## config.mk

```make
export PLATFORM = sky130hd
export DESIGN_NAME = ghra_top
export DESIGN_NICKNAME = d
export VERILOG_FILES = /design/src/core/ghra_pkg.sv /design/src/core/ghra_top.sv
export SDC_FILE = /design/constraint.sdc
export NUM_CORES = 2
export LEC_CHECK = 0
export BUFFER_PORTS_ARGS = -buffer_cell sky130_fd_sc_hd__buf_2
export CAP_MARGIN = 5
export CORE_MARGIN = 2
export CORE_UTILIZATION = 60
export CTS_CLUSTER_DIAMETER = 80
export CTS_CLUSTER_SIZE = 8
export DETAILED_ROUTE_END_ITERATION = 6
export HOLD_SLACK_MARGIN = 0.06
export PLACE_DENSITY_LB_ADDON = 0.05
export SETUP_SLACK_MARGIN = 0.5
export SYNTH_ARGS = -nofsm -noshare
export SYNTH_HDL_FRONTEND = slang
export SYNTH_SLANG_ARGS = --single-unit
export TNS_END_PERCENT = 10
```

## constraint.sdc

```tcl
create_clock -name sys_clk -period 8.95 [get_ports sys_clk]
set_input_delay 1.79 -clock sys_clk [delete_from_list [all_inputs] [get_ports sys_clk]]
set_output_delay 1.79 -clock sys_clk [all_outputs]
set_load 0.01 [all_outputs]
```

## src/core/ghra_pkg.sv

```systemverilog
// Constants for the graphics host register access block
package ghra_pkg;
  localparam int DATA_W     = 16;
  localparam int FIFO_WORDS = 8;
  localparam int PTR_W      = 3;
  localparam int CNT_W      = 4;
  localparam int RAM_WORDS  = 64;
  localparam int PAR_WORDS  = 16;
  localparam int FB_ADDR_W  = 20;
  localparam int MW_W       = 12;
  localparam int START_HI_W = 4;
  localparam int DEPTH_W    = 3;

  // Direct access register numbers
  localparam logic [7:0] REG_FIFO_ENTRY  = 8'h00;
  localparam logic [7:0] REG_CMD_CTRL    = 8'h02;
  localparam logic [7:0] REG_OP_MODE     = 8'h04;
  localparam logic [7:0] REG_DISP_CTRL   = 8'h06;
  localparam logic [7:0] REG_PIXEL_DEPTH = 8'h08;

  // Display control RAM, upper screen first, then base, lower, window
  localparam logic [7:0] REG_UPPER_RASTER            = 8'hC0;
  localparam logic [7:0] REG_BASE_RASTER_ADDRESS     = 8'hC8;
  localparam logic [7:0] REG_BASE_MEMORY_WIDTH       = 8'hCA;
  localparam logic [7:0] REG_BASE_START_ADDRESS      = 8'hCC;
  localparam logic [7:0] REG_LOWER_RASTER_ADDRESS    = 8'hD0;
  localparam logic [7:0] FLD_MEMORY_WIDTH            = 8'h02;
  localparam logic [7:0] FLD_START_HIGH              = 8'h04;
  localparam logic [7:0] FLD_START_LOW               = 8'h06;

  // Field positions
  localparam int CC_ABORT_BIT   = 15;
  localparam int CC_PAUSE_BIT   = 14;
  localparam int DC_ENABLE_LSB  = 12;
  localparam int ST_WF_FULL     = 0;
  localparam int ST_WF_EMPTY    = 1;
  localparam int ST_RF_READY    = 2;
  localparam int ST_RF_FULL     = 3;
  localparam int ST_BUSY        = 4;
  localparam int ST_PAUSED      = 5;
  localparam int PARAM_COLOR    = 0;
  localparam int PARAM_ORIGIN   = 1;

  // Reset values
  localparam logic [15:0] CMD_CTRL_RST    = 16'h0000;
  localparam logic [15:0] OP_MODE_RST     = 16'h0000;
  localparam logic [15:0] DISP_CTRL_RST   = 16'h0000;
  localparam logic [15:0] PIXEL_DEPTH_RST = 16'h0000;
  localparam logic [7:0]  ADDR_RST        = 8'h00;
  localparam logic [18:0] PINS_RST        = 19'h4_0000;

  // Command opcodes in bits 15:12 of a command word
  localparam logic [3:0] PARAM_REG_WRITE_CMD   = 4'h1;
  localparam logic [3:0] PARAM_REG_READ_CMD    = 4'h2;
  localparam logic [3:0] PATTERN_RAM_WRITE_CMD = 4'h3;
  localparam logic [3:0] PATTERN_RAM_READ_CMD  = 4'h4;
  localparam logic [3:0] DOT_CMD               = 4'h5;
endpackage

```

## src/core/ghra_top.sv

```systemverilog
// Host port, direct registers, FIFOs and pixel address translation
// Behaviour
// - Frame memory is linear 16-bit words; X-Y becomes word address plus bit offset.
// - Pixel width programmable as 1, 2, 4, 8 or 16 bits.
// - Up to four logical screens map onto frame memory.
// - Per screen start, words per raster and depth, plus one origin shared by all screens, drive translation.
// - Narrow pixels are masked so only their field of the word changes.
// - Host sees two word locations chosen by the port select input.
// - Select-low read returns the status register.
// - Select-low write loads the address register.
// - Select-high access reaches the register named by the address register.
// - FIFO entry register passes host data through read and write FIFOs.
// - Command control holds pause, DMA protocol and interrupt enables; a written abort bit flushes and reads back 0.
// - Operation mode register holds access, priority, skew and scan settings.
// - Display control holds four screen enables and eight attribute bits.
// - Timing control RAM holds sync, display size, period and blink settings.
// - Display control RAM holds per-screen addresses, widths, cursor, zoom, lightpen.
// - Read and write FIFOs each hold sixteen bytes.
// - Commands arrive via write FIFO and move into the command register.
// - After a command completes, the next queued one is fetched automatically.
// - Pattern RAM is reached only by pattern read and write commands.
// - Drawing parameters are reached only by parameter read and write commands.
// - An acknowledge output ends each asynchronous host cycle.
`timescale 1ns/1ps
module ghra_top (
  input  wire logic                             sys_clk,
  input  wire logic                             rst_n,
  input  wire logic                             hostCsN,
  input  wire logic                             hostRw,
  input  wire logic                             hostPortSelect,
  input  wire logic [ghra_pkg::DATA_W-1:0]      hostDataIn,
  output logic      [ghra_pkg::DATA_W-1:0]      hostDataOut,
  output logic                                  hostDataOeN,
  output logic                                  transferAckOutN,
  output logic      [3:0]                       screenEnable,
  output logic      [ghra_pkg::FB_ADDR_W-1:0]   fbAddr,
  output logic      [ghra_pkg::DATA_W-1:0]      fbMask,
  output logic      [ghra_pkg::DATA_W-1:0]      fbData,
  output logic                                  fbWrite
);
  typedef enum logic [1:0] {busIdle, busServe, busHold} ghra_bus_t;
  typedef enum logic [1:0] {cmdIdle, cmdArgX, cmdArgY, cmdExec} ghra_cmd_t;
  logic [18:0]                      inSync1_q, inSync2_q;
  ghra_bus_t                        busState_q;
  ghra_cmd_t                        cmdState_q;
  logic [7:0]                       addrReg_q;
  logic [15:0]                      cmdCtrl_q, opMode_q, dispCtrl_q, pixelDepth_q;
  logic                             flush_q;
  logic [15:0]                      ram_q [ghra_pkg::RAM_WORDS];
  logic [15:0]                      param_q [ghra_pkg::PAR_WORDS];
  logic [15:0]                      pattern_q [ghra_pkg::PAR_WORDS];
  logic [15:0]                      wf_q [ghra_pkg::FIFO_WORDS];
  logic [15:0]                      rf_q [ghra_pkg::FIFO_WORDS];
  logic [ghra_pkg::PTR_W-1:0]       wfRd_q, wfWr_q, rfRd_q, rfWr_q;
  logic [ghra_pkg::CNT_W-1:0]       wfCount_q, rfCount_q;
  logic [15:0]                      cmdReg_q, argX_q, argY_q;
  logic [15:0]                      hostDataOut_q, fbMask_q, fbData_q;
  logic                             hostDataOeN_q, ackN_q, fbWrite_q;
  logic [ghra_pkg::FB_ADDR_W-1:0]   fbAddr_q;
  logic        csOn, rdReq, rsReq, fifoEntry, stall, hostDone, hostWr, hostRd;
  logic [15:0] dIn, readValue, status;
  logic        wfEmpty, wfFull, rfEmpty, rfFull, wfPush, wfPop, rfPush, rfPop;
  logic        paused, isRead, hasArg;
  logic [3:0]  opcode;
  logic [15:0] rfData;
  function automatic logic [5:0] ramIdx(input logic [7:0] regNum);
    return regNum[6:1];
  endfunction
  function automatic logic [7:0] scrReg(input logic [1:0] scr, input logic [7:0] fld);
    return 8'(ghra_pkg::REG_UPPER_RASTER + {3'b000, scr, 3'b000} + fld);
  endfunction
  always_ff @(posedge sys_clk or negedge rst_n) begin
    if (!rst_n) begin
      inSync1_q <= ghra_pkg::PINS_RST;
      inSync2_q <= ghra_pkg::PINS_RST;
    end else begin
      inSync1_q <= {hostCsN, hostRw, hostPortSelect, hostDataIn};
      inSync2_q <= inSync1_q;
    end
  end
  assign csOn      = !inSync2_q[18];
  assign rdReq     = inSync2_q[17];
  assign rsReq     = inSync2_q[16];
  assign dIn       = inSync2_q[15:0];
  assign wfEmpty   = (wfCount_q == '0);
  assign wfFull    = (wfCount_q == ghra_pkg::CNT_W'(ghra_pkg::FIFO_WORDS));
  assign rfEmpty   = (rfCount_q == '0);
  assign rfFull    = (rfCount_q == ghra_pkg::CNT_W'(ghra_pkg::FIFO_WORDS));
  assign fifoEntry = rsReq && (addrReg_q == ghra_pkg::REG_FIFO_ENTRY);
  assign stall     = fifoEntry && (rdReq ? rfEmpty : wfFull);
  assign hostDone  = (busState_q == busServe) && !stall;
  assign hostWr    = hostDone && !rdReq;
  assign hostRd    = hostDone && rdReq;
  assign paused    = cmdCtrl_q[ghra_pkg::CC_PAUSE_BIT];
  assign rfData    = rf_q[rfRd_q];
  always_comb begin
    status = '0;
    status[ghra_pkg::ST_WF_FULL]  = wfFull;
    status[ghra_pkg::ST_WF_EMPTY] = wfEmpty;
    status[ghra_pkg::ST_RF_READY] = !rfEmpty;
    status[ghra_pkg::ST_RF_FULL]  = rfFull;
    status[ghra_pkg::ST_BUSY]     = (cmdState_q != cmdIdle) || !wfEmpty;
    status[ghra_pkg::ST_PAUSED]   = paused;
  end
  always_comb begin
    readValue = '0;
    if (!rsReq) begin
      readValue = status;
    end else if (addrReg_q[7]) begin
      readValue = ram_q[ramIdx(addrReg_q)];
    end else begin
      unique case (addrReg_q)
        ghra_pkg::REG_FIFO_ENTRY:  readValue = rfData;
        ghra_pkg::REG_CMD_CTRL:    readValue = cmdCtrl_q;
        ghra_pkg::REG_OP_MODE:     readValue = opMode_q;
        ghra_pkg::REG_DISP_CTRL:   readValue = dispCtrl_q;
        ghra_pkg::REG_PIXEL_DEPTH: readValue = pixelDepth_q;
        default:                   readValue = '0;
      endcase
    end
  end
  always_ff @(posedge sys_clk or negedge rst_n) begin
    if (!rst_n) begin
      busState_q    <= busIdle;
      ackN_q        <= 1'b1;
      hostDataOeN_q <= 1'b1;
      hostDataOut_q <= '0;
    end else begin
      unique case (busState_q)
        busIdle: if (csOn) busState_q <= busServe;
        busServe: if (!stall) begin
          busState_q    <= busHold;
          ackN_q        <= 1'b0;
          hostDataOeN_q <= !rdReq;
          if (rdReq) hostDataOut_q <= readValue;
        end
        busHold: if (!csOn) begin
          busState_q    <= busIdle;
          ackN_q        <= 1'b1;
          hostDataOeN_q <= 1'b1;
        end
      endcase
    end
  end
  always_ff @(posedge sys_clk or negedge rst_n) begin
    if (!rst_n) addrReg_q <= ghra_pkg::ADDR_RST;
    else if (hostWr && !rsReq) addrReg_q <= dIn[7:0];
  end
  always_ff @(posedge sys_clk or negedge rst_n) begin
    if (!rst_n) begin
      cmdCtrl_q    <= ghra_pkg::CMD_CTRL_RST;
      opMode_q     <= ghra_pkg::OP_MODE_RST;
      dispCtrl_q   <= ghra_pkg::DISP_CTRL_RST;
      pixelDepth_q <= ghra_pkg::PIXEL_DEPTH_RST;
      flush_q      <= 1'b0;
    end else begin
      flush_q <= hostWr && rsReq && (addrReg_q == ghra_pkg::REG_CMD_CTRL) && dIn[ghra_pkg::CC_ABORT_BIT];
      if (hostWr && rsReq) begin
        unique case (addrReg_q)
          ghra_pkg::REG_CMD_CTRL: begin
            cmdCtrl_q <= dIn;
            cmdCtrl_q[ghra_pkg::CC_ABORT_BIT] <= 1'b0;
          end
          ghra_pkg::REG_OP_MODE:     opMode_q     <= dIn;
          ghra_pkg::REG_DISP_CTRL:   dispCtrl_q   <= dIn;
          ghra_pkg::REG_PIXEL_DEPTH: pixelDepth_q <= dIn;
          default: ;
        endcase
      end
    end
  end
  always_ff @(posedge sys_clk or negedge rst_n) begin
    if (!rst_n) begin
      for (int i = 0; i < ghra_pkg::RAM_WORDS; i++) ram_q[i] <= '0;
    end else if (hostWr && rsReq && addrReg_q[7]) begin
      ram_q[ramIdx(addrReg_q)] <= dIn;
    end
  end
  assign wfPush = hostWr && fifoEntry;
  assign rfPop  = hostRd && fifoEntry;
  always_ff @(posedge sys_clk or negedge rst_n) begin
    if (!rst_n) begin
      wfRd_q <= '0;
      wfWr_q <= '0;
      wfCount_q <= '0;
    end else if (flush_q) begin
      wfRd_q <= '0;
      wfWr_q <= '0;
      wfCount_q <= '0;
    end else begin
      if (wfPush) begin
        wf_q[wfWr_q] <= dIn;
        wfWr_q <= wfWr_q + 1'b1;
      end
      if (wfPop) wfRd_q <= wfRd_q + 1'b1;
      wfCount_q <= wfCount_q + {3'b000, wfPush} - {3'b000, wfPop};
    end
  end
  always_ff @(posedge sys_clk or negedge rst_n) begin
    if (!rst_n) begin
      rfRd_q <= '0;
      rfWr_q <= '0;
      rfCount_q <= '0;
    end else if (flush_q) begin
      rfRd_q <= '0;
      rfWr_q <= '0;
      rfCount_q <= '0;
    end else begin
      if (rfPush) begin
        rf_q[rfWr_q] <= (opcode == ghra_pkg::PARAM_REG_READ_CMD) ? param_q[cmdReg_q[3:0]]
                                                                 : pattern_q[cmdReg_q[3:0]];
        rfWr_q <= rfWr_q + 1'b1;
      end
      if (rfPop) rfRd_q <= rfRd_q + 1'b1;
      rfCount_q <= rfCount_q + {3'b000, rfPush} - {3'b000, rfPop};
    end
  end
  assign opcode = cmdReg_q[15:12];
  assign isRead = (opcode == ghra_pkg::PARAM_REG_READ_CMD) || (opcode == ghra_pkg::PATTERN_RAM_READ_CMD);
  assign hasArg = (opcode == ghra_pkg::PARAM_REG_WRITE_CMD) || (opcode == ghra_pkg::PATTERN_RAM_WRITE_CMD)
               || (opcode == ghra_pkg::DOT_CMD);
  assign wfPop  = ((cmdState_q == cmdArgX) ? hasArg : (cmdState_q != cmdExec)) && !wfEmpty && !paused && !flush_q;
  assign rfPush = (cmdState_q == cmdExec) && isRead && !rfFull && !flush_q;
  always_ff @(posedge sys_clk or negedge rst_n) begin
    if (!rst_n) begin
      cmdState_q <= cmdIdle;
      cmdReg_q   <= '0;
      argX_q     <= '0;
      argY_q     <= '0;
    end else if (flush_q) begin
      cmdState_q <= cmdIdle;
    end else begin
      unique case (cmdState_q)
        cmdIdle: if (wfPop) begin
          cmdReg_q   <= wf_q[wfRd_q];
          cmdState_q <= cmdArgX;
        end
        cmdArgX: if (!hasArg) begin
          cmdState_q <= cmdExec;
        end else if (wfPop) begin
          argX_q     <= wf_q[wfRd_q];
          cmdState_q <= (opcode == ghra_pkg::DOT_CMD) ? cmdArgY : cmdExec;
        end
        cmdArgY: if (wfPop) begin
          argY_q     <= wf_q[wfRd_q];
          cmdState_q <= cmdExec;
        end
        cmdExec: if (!isRead || rfPush) cmdState_q <= cmdIdle;
      endcase
    end
  end
  always_ff @(posedge sys_clk or negedge rst_n) begin
    if (!rst_n) begin
      for (int i = 0; i < ghra_pkg::PAR_WORDS; i++) begin
        param_q[i]   <= '0;
        pattern_q[i] <= '0;
      end
    end else if (cmdState_q == cmdExec && !flush_q) begin
      if (opcode == ghra_pkg::PARAM_REG_WRITE_CMD) param_q[cmdReg_q[3:0]] <= argX_q;
      if (opcode == ghra_pkg::PATTERN_RAM_WRITE_CMD) pattern_q[cmdReg_q[3:0]] <= argX_q;
    end
  end
  logic [1:0]  scr;
  logic [2:0]  depth, shiftPix;
  logic [31:0] wordInRow, pixInWord, fieldMask, startAddr, rowOff, sum;
  logic [15:0] pixMask;
  logic [4:0]  pixBits;
  always_comb begin
    scr       = cmdReg_q[9:8];
    depth     = pixelDepth_q[{scr, 2'b00} +: ghra_pkg::DEPTH_W] > 3'h4 ? 3'h4
              : pixelDepth_q[{scr, 2'b00} +: ghra_pkg::DEPTH_W];
    shiftPix  = 3'(3'd4 - depth);
    pixBits   = 5'(5'd1 << depth);
    wordInRow = 32'(argX_q) >> shiftPix;
    pixInWord = 32'(argX_q) & ((32'd1 << shiftPix) - 32'd1);
    fieldMask = (32'd1 << pixBits) - 32'd1;
    pixMask   = 16'(fieldMask << (pixInWord << depth));
    startAddr = {12'h000, ram_q[ramIdx(scrReg(scr, ghra_pkg::FLD_START_HIGH))][ghra_pkg::START_HI_W-1:0],
                 ram_q[ramIdx(scrReg(scr, ghra_pkg::FLD_START_LOW))]};
    rowOff    = 32'(argY_q) * 32'(ram_q[ramIdx(scrReg(scr, ghra_pkg::FLD_MEMORY_WIDTH))][ghra_pkg::MW_W-1:0]);
    sum       = startAddr + 32'(param_q[ghra_pkg::PARAM_ORIGIN]) + rowOff + wordInRow;
  end
  always_ff @(posedge sys_clk or negedge rst_n) begin
    if (!rst_n) begin
      fbWrite_q <= 1'b0;
      fbAddr_q  <= '0;
      fbMask_q  <= '0;
      fbData_q  <= '0;
    end else begin
      fbWrite_q <= (cmdState_q == cmdExec) && (opcode == ghra_pkg::DOT_CMD) && !flush_q
                && dispCtrl_q[ghra_pkg::DC_ENABLE_LSB + 32'(scr)];
      if (cmdState_q == cmdExec && opcode == ghra_pkg::DOT_CMD) begin
        fbAddr_q <= sum[ghra_pkg::FB_ADDR_W-1:0];
        fbMask_q <= pixMask;
        fbData_q <= param_q[ghra_pkg::PARAM_COLOR] & pixMask;
      end
    end
  end
  assign hostDataOut     = hostDataOut_q;
  assign hostDataOeN     = hostDataOeN_q;
  assign transferAckOutN = ackN_q;
  assign screenEnable    = dispCtrl_q[ghra_pkg::DC_ENABLE_LSB +: 4];
  assign fbAddr          = fbAddr_q;
  assign fbMask          = fbMask_q;
  assign fbData          = fbData_q;
  assign fbWrite         = fbWrite_q;
endmodule

```

==> impl_metrics.env <==
export IMPL_grt_max_degree=192
export IMPL_crit_slowest_cell="ha_1"
export IMPL_crit_type="register to register"
export IMPL_firstDrtPassIters=6
export IMPL_clk_pin_slew_ps=60
export IMPL_fill_cells=11400
export IMPL_required_ps=9730
export IMPL_critical_path_top_delay_family="adder cells"
export IMPL_initial_core_util_pct=60.6
export IMPL_grt_antenna_before_repair=21
export IMPL_topRoutingLayerUsed="met5"
export IMPL_synth_cells=6889
export IMPL_clk_latency_ps=910
export IMPL_grt_pass1_vias=62700
export IMPL_peakVddDrop_mv=0.220
export IMPL_period_needed_ps=7940
export IMPL_post_cts_buffers=0
export IMPL_postLayoutCoreUtil_pct=67.2
export IMPL_nNetsFinal=7158
export IMPL_period_share_pct=88.7
export IMPL_syn_to_final_growth_pct=10.9
export IMPL_hold_buffers=0
export IMPL_p_leak_nw=50.0
export IMPL_syn_area_um2=96000
export IMPL_path_cells="mux4_2, nand2b_1, buf_4, ha_1, mux2i_1, mux2_2, fa_1, inv_1, fa_1, inv_1, fa_1, fa_1, fa_1, inv_1, fa_1, inv_1, ha_1, a21o_1, a21oi_1, o311ai_0, a31o_2, a21oi_1, mux2i_1, nand3_1"
export IMPL_worst_pin_slew_ps=1320
export IMPL_cpMostUsedCell="fa_1"
export IMPL_synth_edf_count=256
export IMPL_die_x_um=404
export IMPL_synthFlopType="dfrtp_1"
export IMPL_clock_path_buffers=4
export IMPL_fmax_mhz=126
export IMPL_io_buffers=95
export IMPL_via_per_inst=6.83
export IMPL_avgSynthCellArea_um2=13.9
export IMPL_tritoncts="built"
export IMPL_tns_ps=0
export IMPL_placementRows=146
export IMPL_rsz0062_at_grt="false"
export IMPL_cp_max_fo=19
export IMPL_end_kind="register"
export IMPL_dieArea_um2=163000
export IMPL_synth_cell_types=100
export IMPL_syn_num_nets=7157
export IMPL_dr_wl_met2_um=128000
export IMPL_cp_num_buf_inv=5
export IMPL_grt_usage_pct=35.5
export IMPL_h_tree_depth=5
export IMPL_register_area_um2=52300
export IMPL_post_dp_hpwl_um=180000
export IMPL_finalPower_mw=32.5
export IMPL_drt_iter0_drc=6812
export IMPL_gp_congestion=0.962
export IMPL_synthArstFlopShare_pct=87.4
export IMPL_p_per_area_nw_per_um2=305
export IMPL_post_cts_resized=0
export IMPL_die_y_um=404
export IMPL_cp_data_arrival_time_ps=8720
export IMPL_setup_viol=0
export IMPL_yosys_warnings=0
export IMPL_hold_viol=0
export IMPL_status="complete, no violations"
export IMPL_skew_ps=48.5
export IMPL_ant_nets=0
export IMPL_yosysTopAreaCell="dfrtp_1"
export IMPL_cts_sinks=2039
export IMPL_cap_violations=0
export IMPL_route_detailed_drc=0
export IMPL_netlist_area_leader_share_pct=46.4
export IMPL_cp_start_kind="register"
export IMPL_holdCritPathClass="register to register"
export IMPL_layout_drive_gt1_share_pct=37.4
export IMPL_grt_ovfl_total=0
export IMPL_synth_seq_cells=2039
export IMPL_wirelength_um=286000
export IMPL_grt_pass1_wl_um=425000
export IMPL_yosys_top_cells_area="dfrtp_1, mux2_2, edfxtp_1"
export IMPL_root_buffer="clkbuf_16"
export IMPL_wl_met1_um=121000
export IMPL_hold_ws_ps=344
export IMPL_vias=61800
export IMPL_io_pins=96
export IMPL_drv_slew=0
export IMPL_slew_headroom_pct=10.9
export IMPL_core_um2=159000
export IMPL_cts_buffers=305
export IMPL_multi_input_area_um2=40600
export IMPL_routedWlPerCell_um=31.6
export IMPL_ys_seq_area_share_pct=54.5
export IMPL_critical_path_max_stage_delay_ps=880
export IMPL_wl_met3_um=25400
cell families (layout without fill, tap and decap cells):
kind of cell,Yosys count,count (layout),share of synthesized area (%)
AOI/OAI and AO/OA,948,948,6.75
xor gates and xnor gates,44,44,0.401
adders and majority gates,247,247,4.50
buffers and inverters,805,886,3.33
DFF,2039,2039,54.5
muxes,1960,1960,26.0
other,0,10,0
and+or+nand+nor,846,846,4.51
report_power, final:
part | internal (mW) | total, mW | switching, mW
logic | 3.95 | 10.8 | 6.88
registers | 10.5 | 11.5 | 1.06
clock network | 6.20 | 10.1 | 3.90
total | 20.6 | 32.5 | 11.8
cell usage in the layout (no fill, tap or decap), types with 164 or more instances in the layout:
cell type / count
dfrtp_1: 1754
mux2_2: 1646
nand2_1: 355
o22ai_1: 322
clkbuf_16: 312
mux4_2: 264
edfxtp_1: 256
inv_1: 235
a22oi_1: 169
fa_1: 164
registers in the layout, indices dropped and copies added, names as in the netlist, 19 cells and up:
signal,count
inSync2_q,19
ram_q,1024
inSync1_q,19
wf_q,128
fbAddr,20
param_q,256
rf_q,128
pattern_q,256
layer usage:
layer / vias to the layer above / global-route usage (%)
met5: - / 0.922
li1: 25400 / -
met4: 10 / 13.7
met1: 33100 / 51.8
met2: 2703 / 51.9
met3: 655 / 8.18
per-stage QoR:
stage               setup slack, ps  area, um2  std cells
CTS                            1030     106000       9042
detailed placement             1080      98300       8655
finish                         1010     106000       9052
floorplan                       970      96000       6889
global placement               1140      98300       8655
global route                    709     106000       9045
path summary, 6_finish.rpt:
kind                                from        endpoint  cells after the start  slack, ps
max in group asynchronous          rst_n  pattern_q[183]                      3       5660
max                          cmdReg_q[8]      fbAddr[15]                     24       1010
min in group asynchronous          rst_n    param_q[253]                      1        870
min reg2reg                inSync1_q[10]   inSync2_q[10]                      0        340
min                        inSync1_q[10]   inSync2_q[10]                      0        340
max reg2reg                  cmdReg_q[8]      fbAddr[15]                     24       1010
cell type report:
cell class / instances / share of cell area [%]
tap: 2072 / 2.43
timing repair buffer: 261 / 1.75
inverter: 238 / 0.839
sequential: 2039 / 49.2
antenna: 10 / 0.0235
clock buffer: 378 / 7.57
multi-input combinational: 4045 / 38.2
clock inverter: 9 / 0.0752
cells in the mapped netlist (8+ instances only):
| master | count |
|---|---|
| a211oi_1 | 11 |
| a21o_1 | 18 |
| a21oi_1 | 70 |
| a221oi_1 | 29 |
| a22o_1 | 40 |
| a22oi_1 | 169 |
| a31oi_1 | 20 |
| a41oi_1 | 11 |
| and2_1 | 62 |
| and3_1 | 12 |
| buf_1 | 65 |
| buf_2 | 93 |
| clkbuf_1 | 397 |
| dfrtp_1 | 1779 |
| edfxtp_1 | 256 |
| fa_1 | 164 |
| ha_1 | 83 |
| inv_1 | 235 |
| mux2_2 | 1646 |
| mux2i_1 | 49 |
| mux4_2 | 264 |
| nand2_1 | 356 |
| nand2b_1 | 18 |
| nand3_1 | 33 |
| nand3b_1 | 9 |
| nand4_1 | 28 |
| nand4b_1 | 8 |
| nor2_1 | 109 |
| nor2b_1 | 17 |
| nor3_1 | 41 |
| nor3_2 | 17 |
| nor3b_1 | 14 |
| nor4_1 | 57 |
| o211ai_1 | 8 |
| o21ai_0 | 129 |
| o221ai_1 | 12 |
| o22a_1 | 8 |
| o22ai_1 | 322 |
| o31ai_1 | 12 |
| o41ai_1 | 15 |
| or3_1 | 9 |
| or4_1 | 14 |
| xnor2_1 | 29 |
| xor2_1 | 15 |
Note: power is estimated with default switching activity, not from simulation.
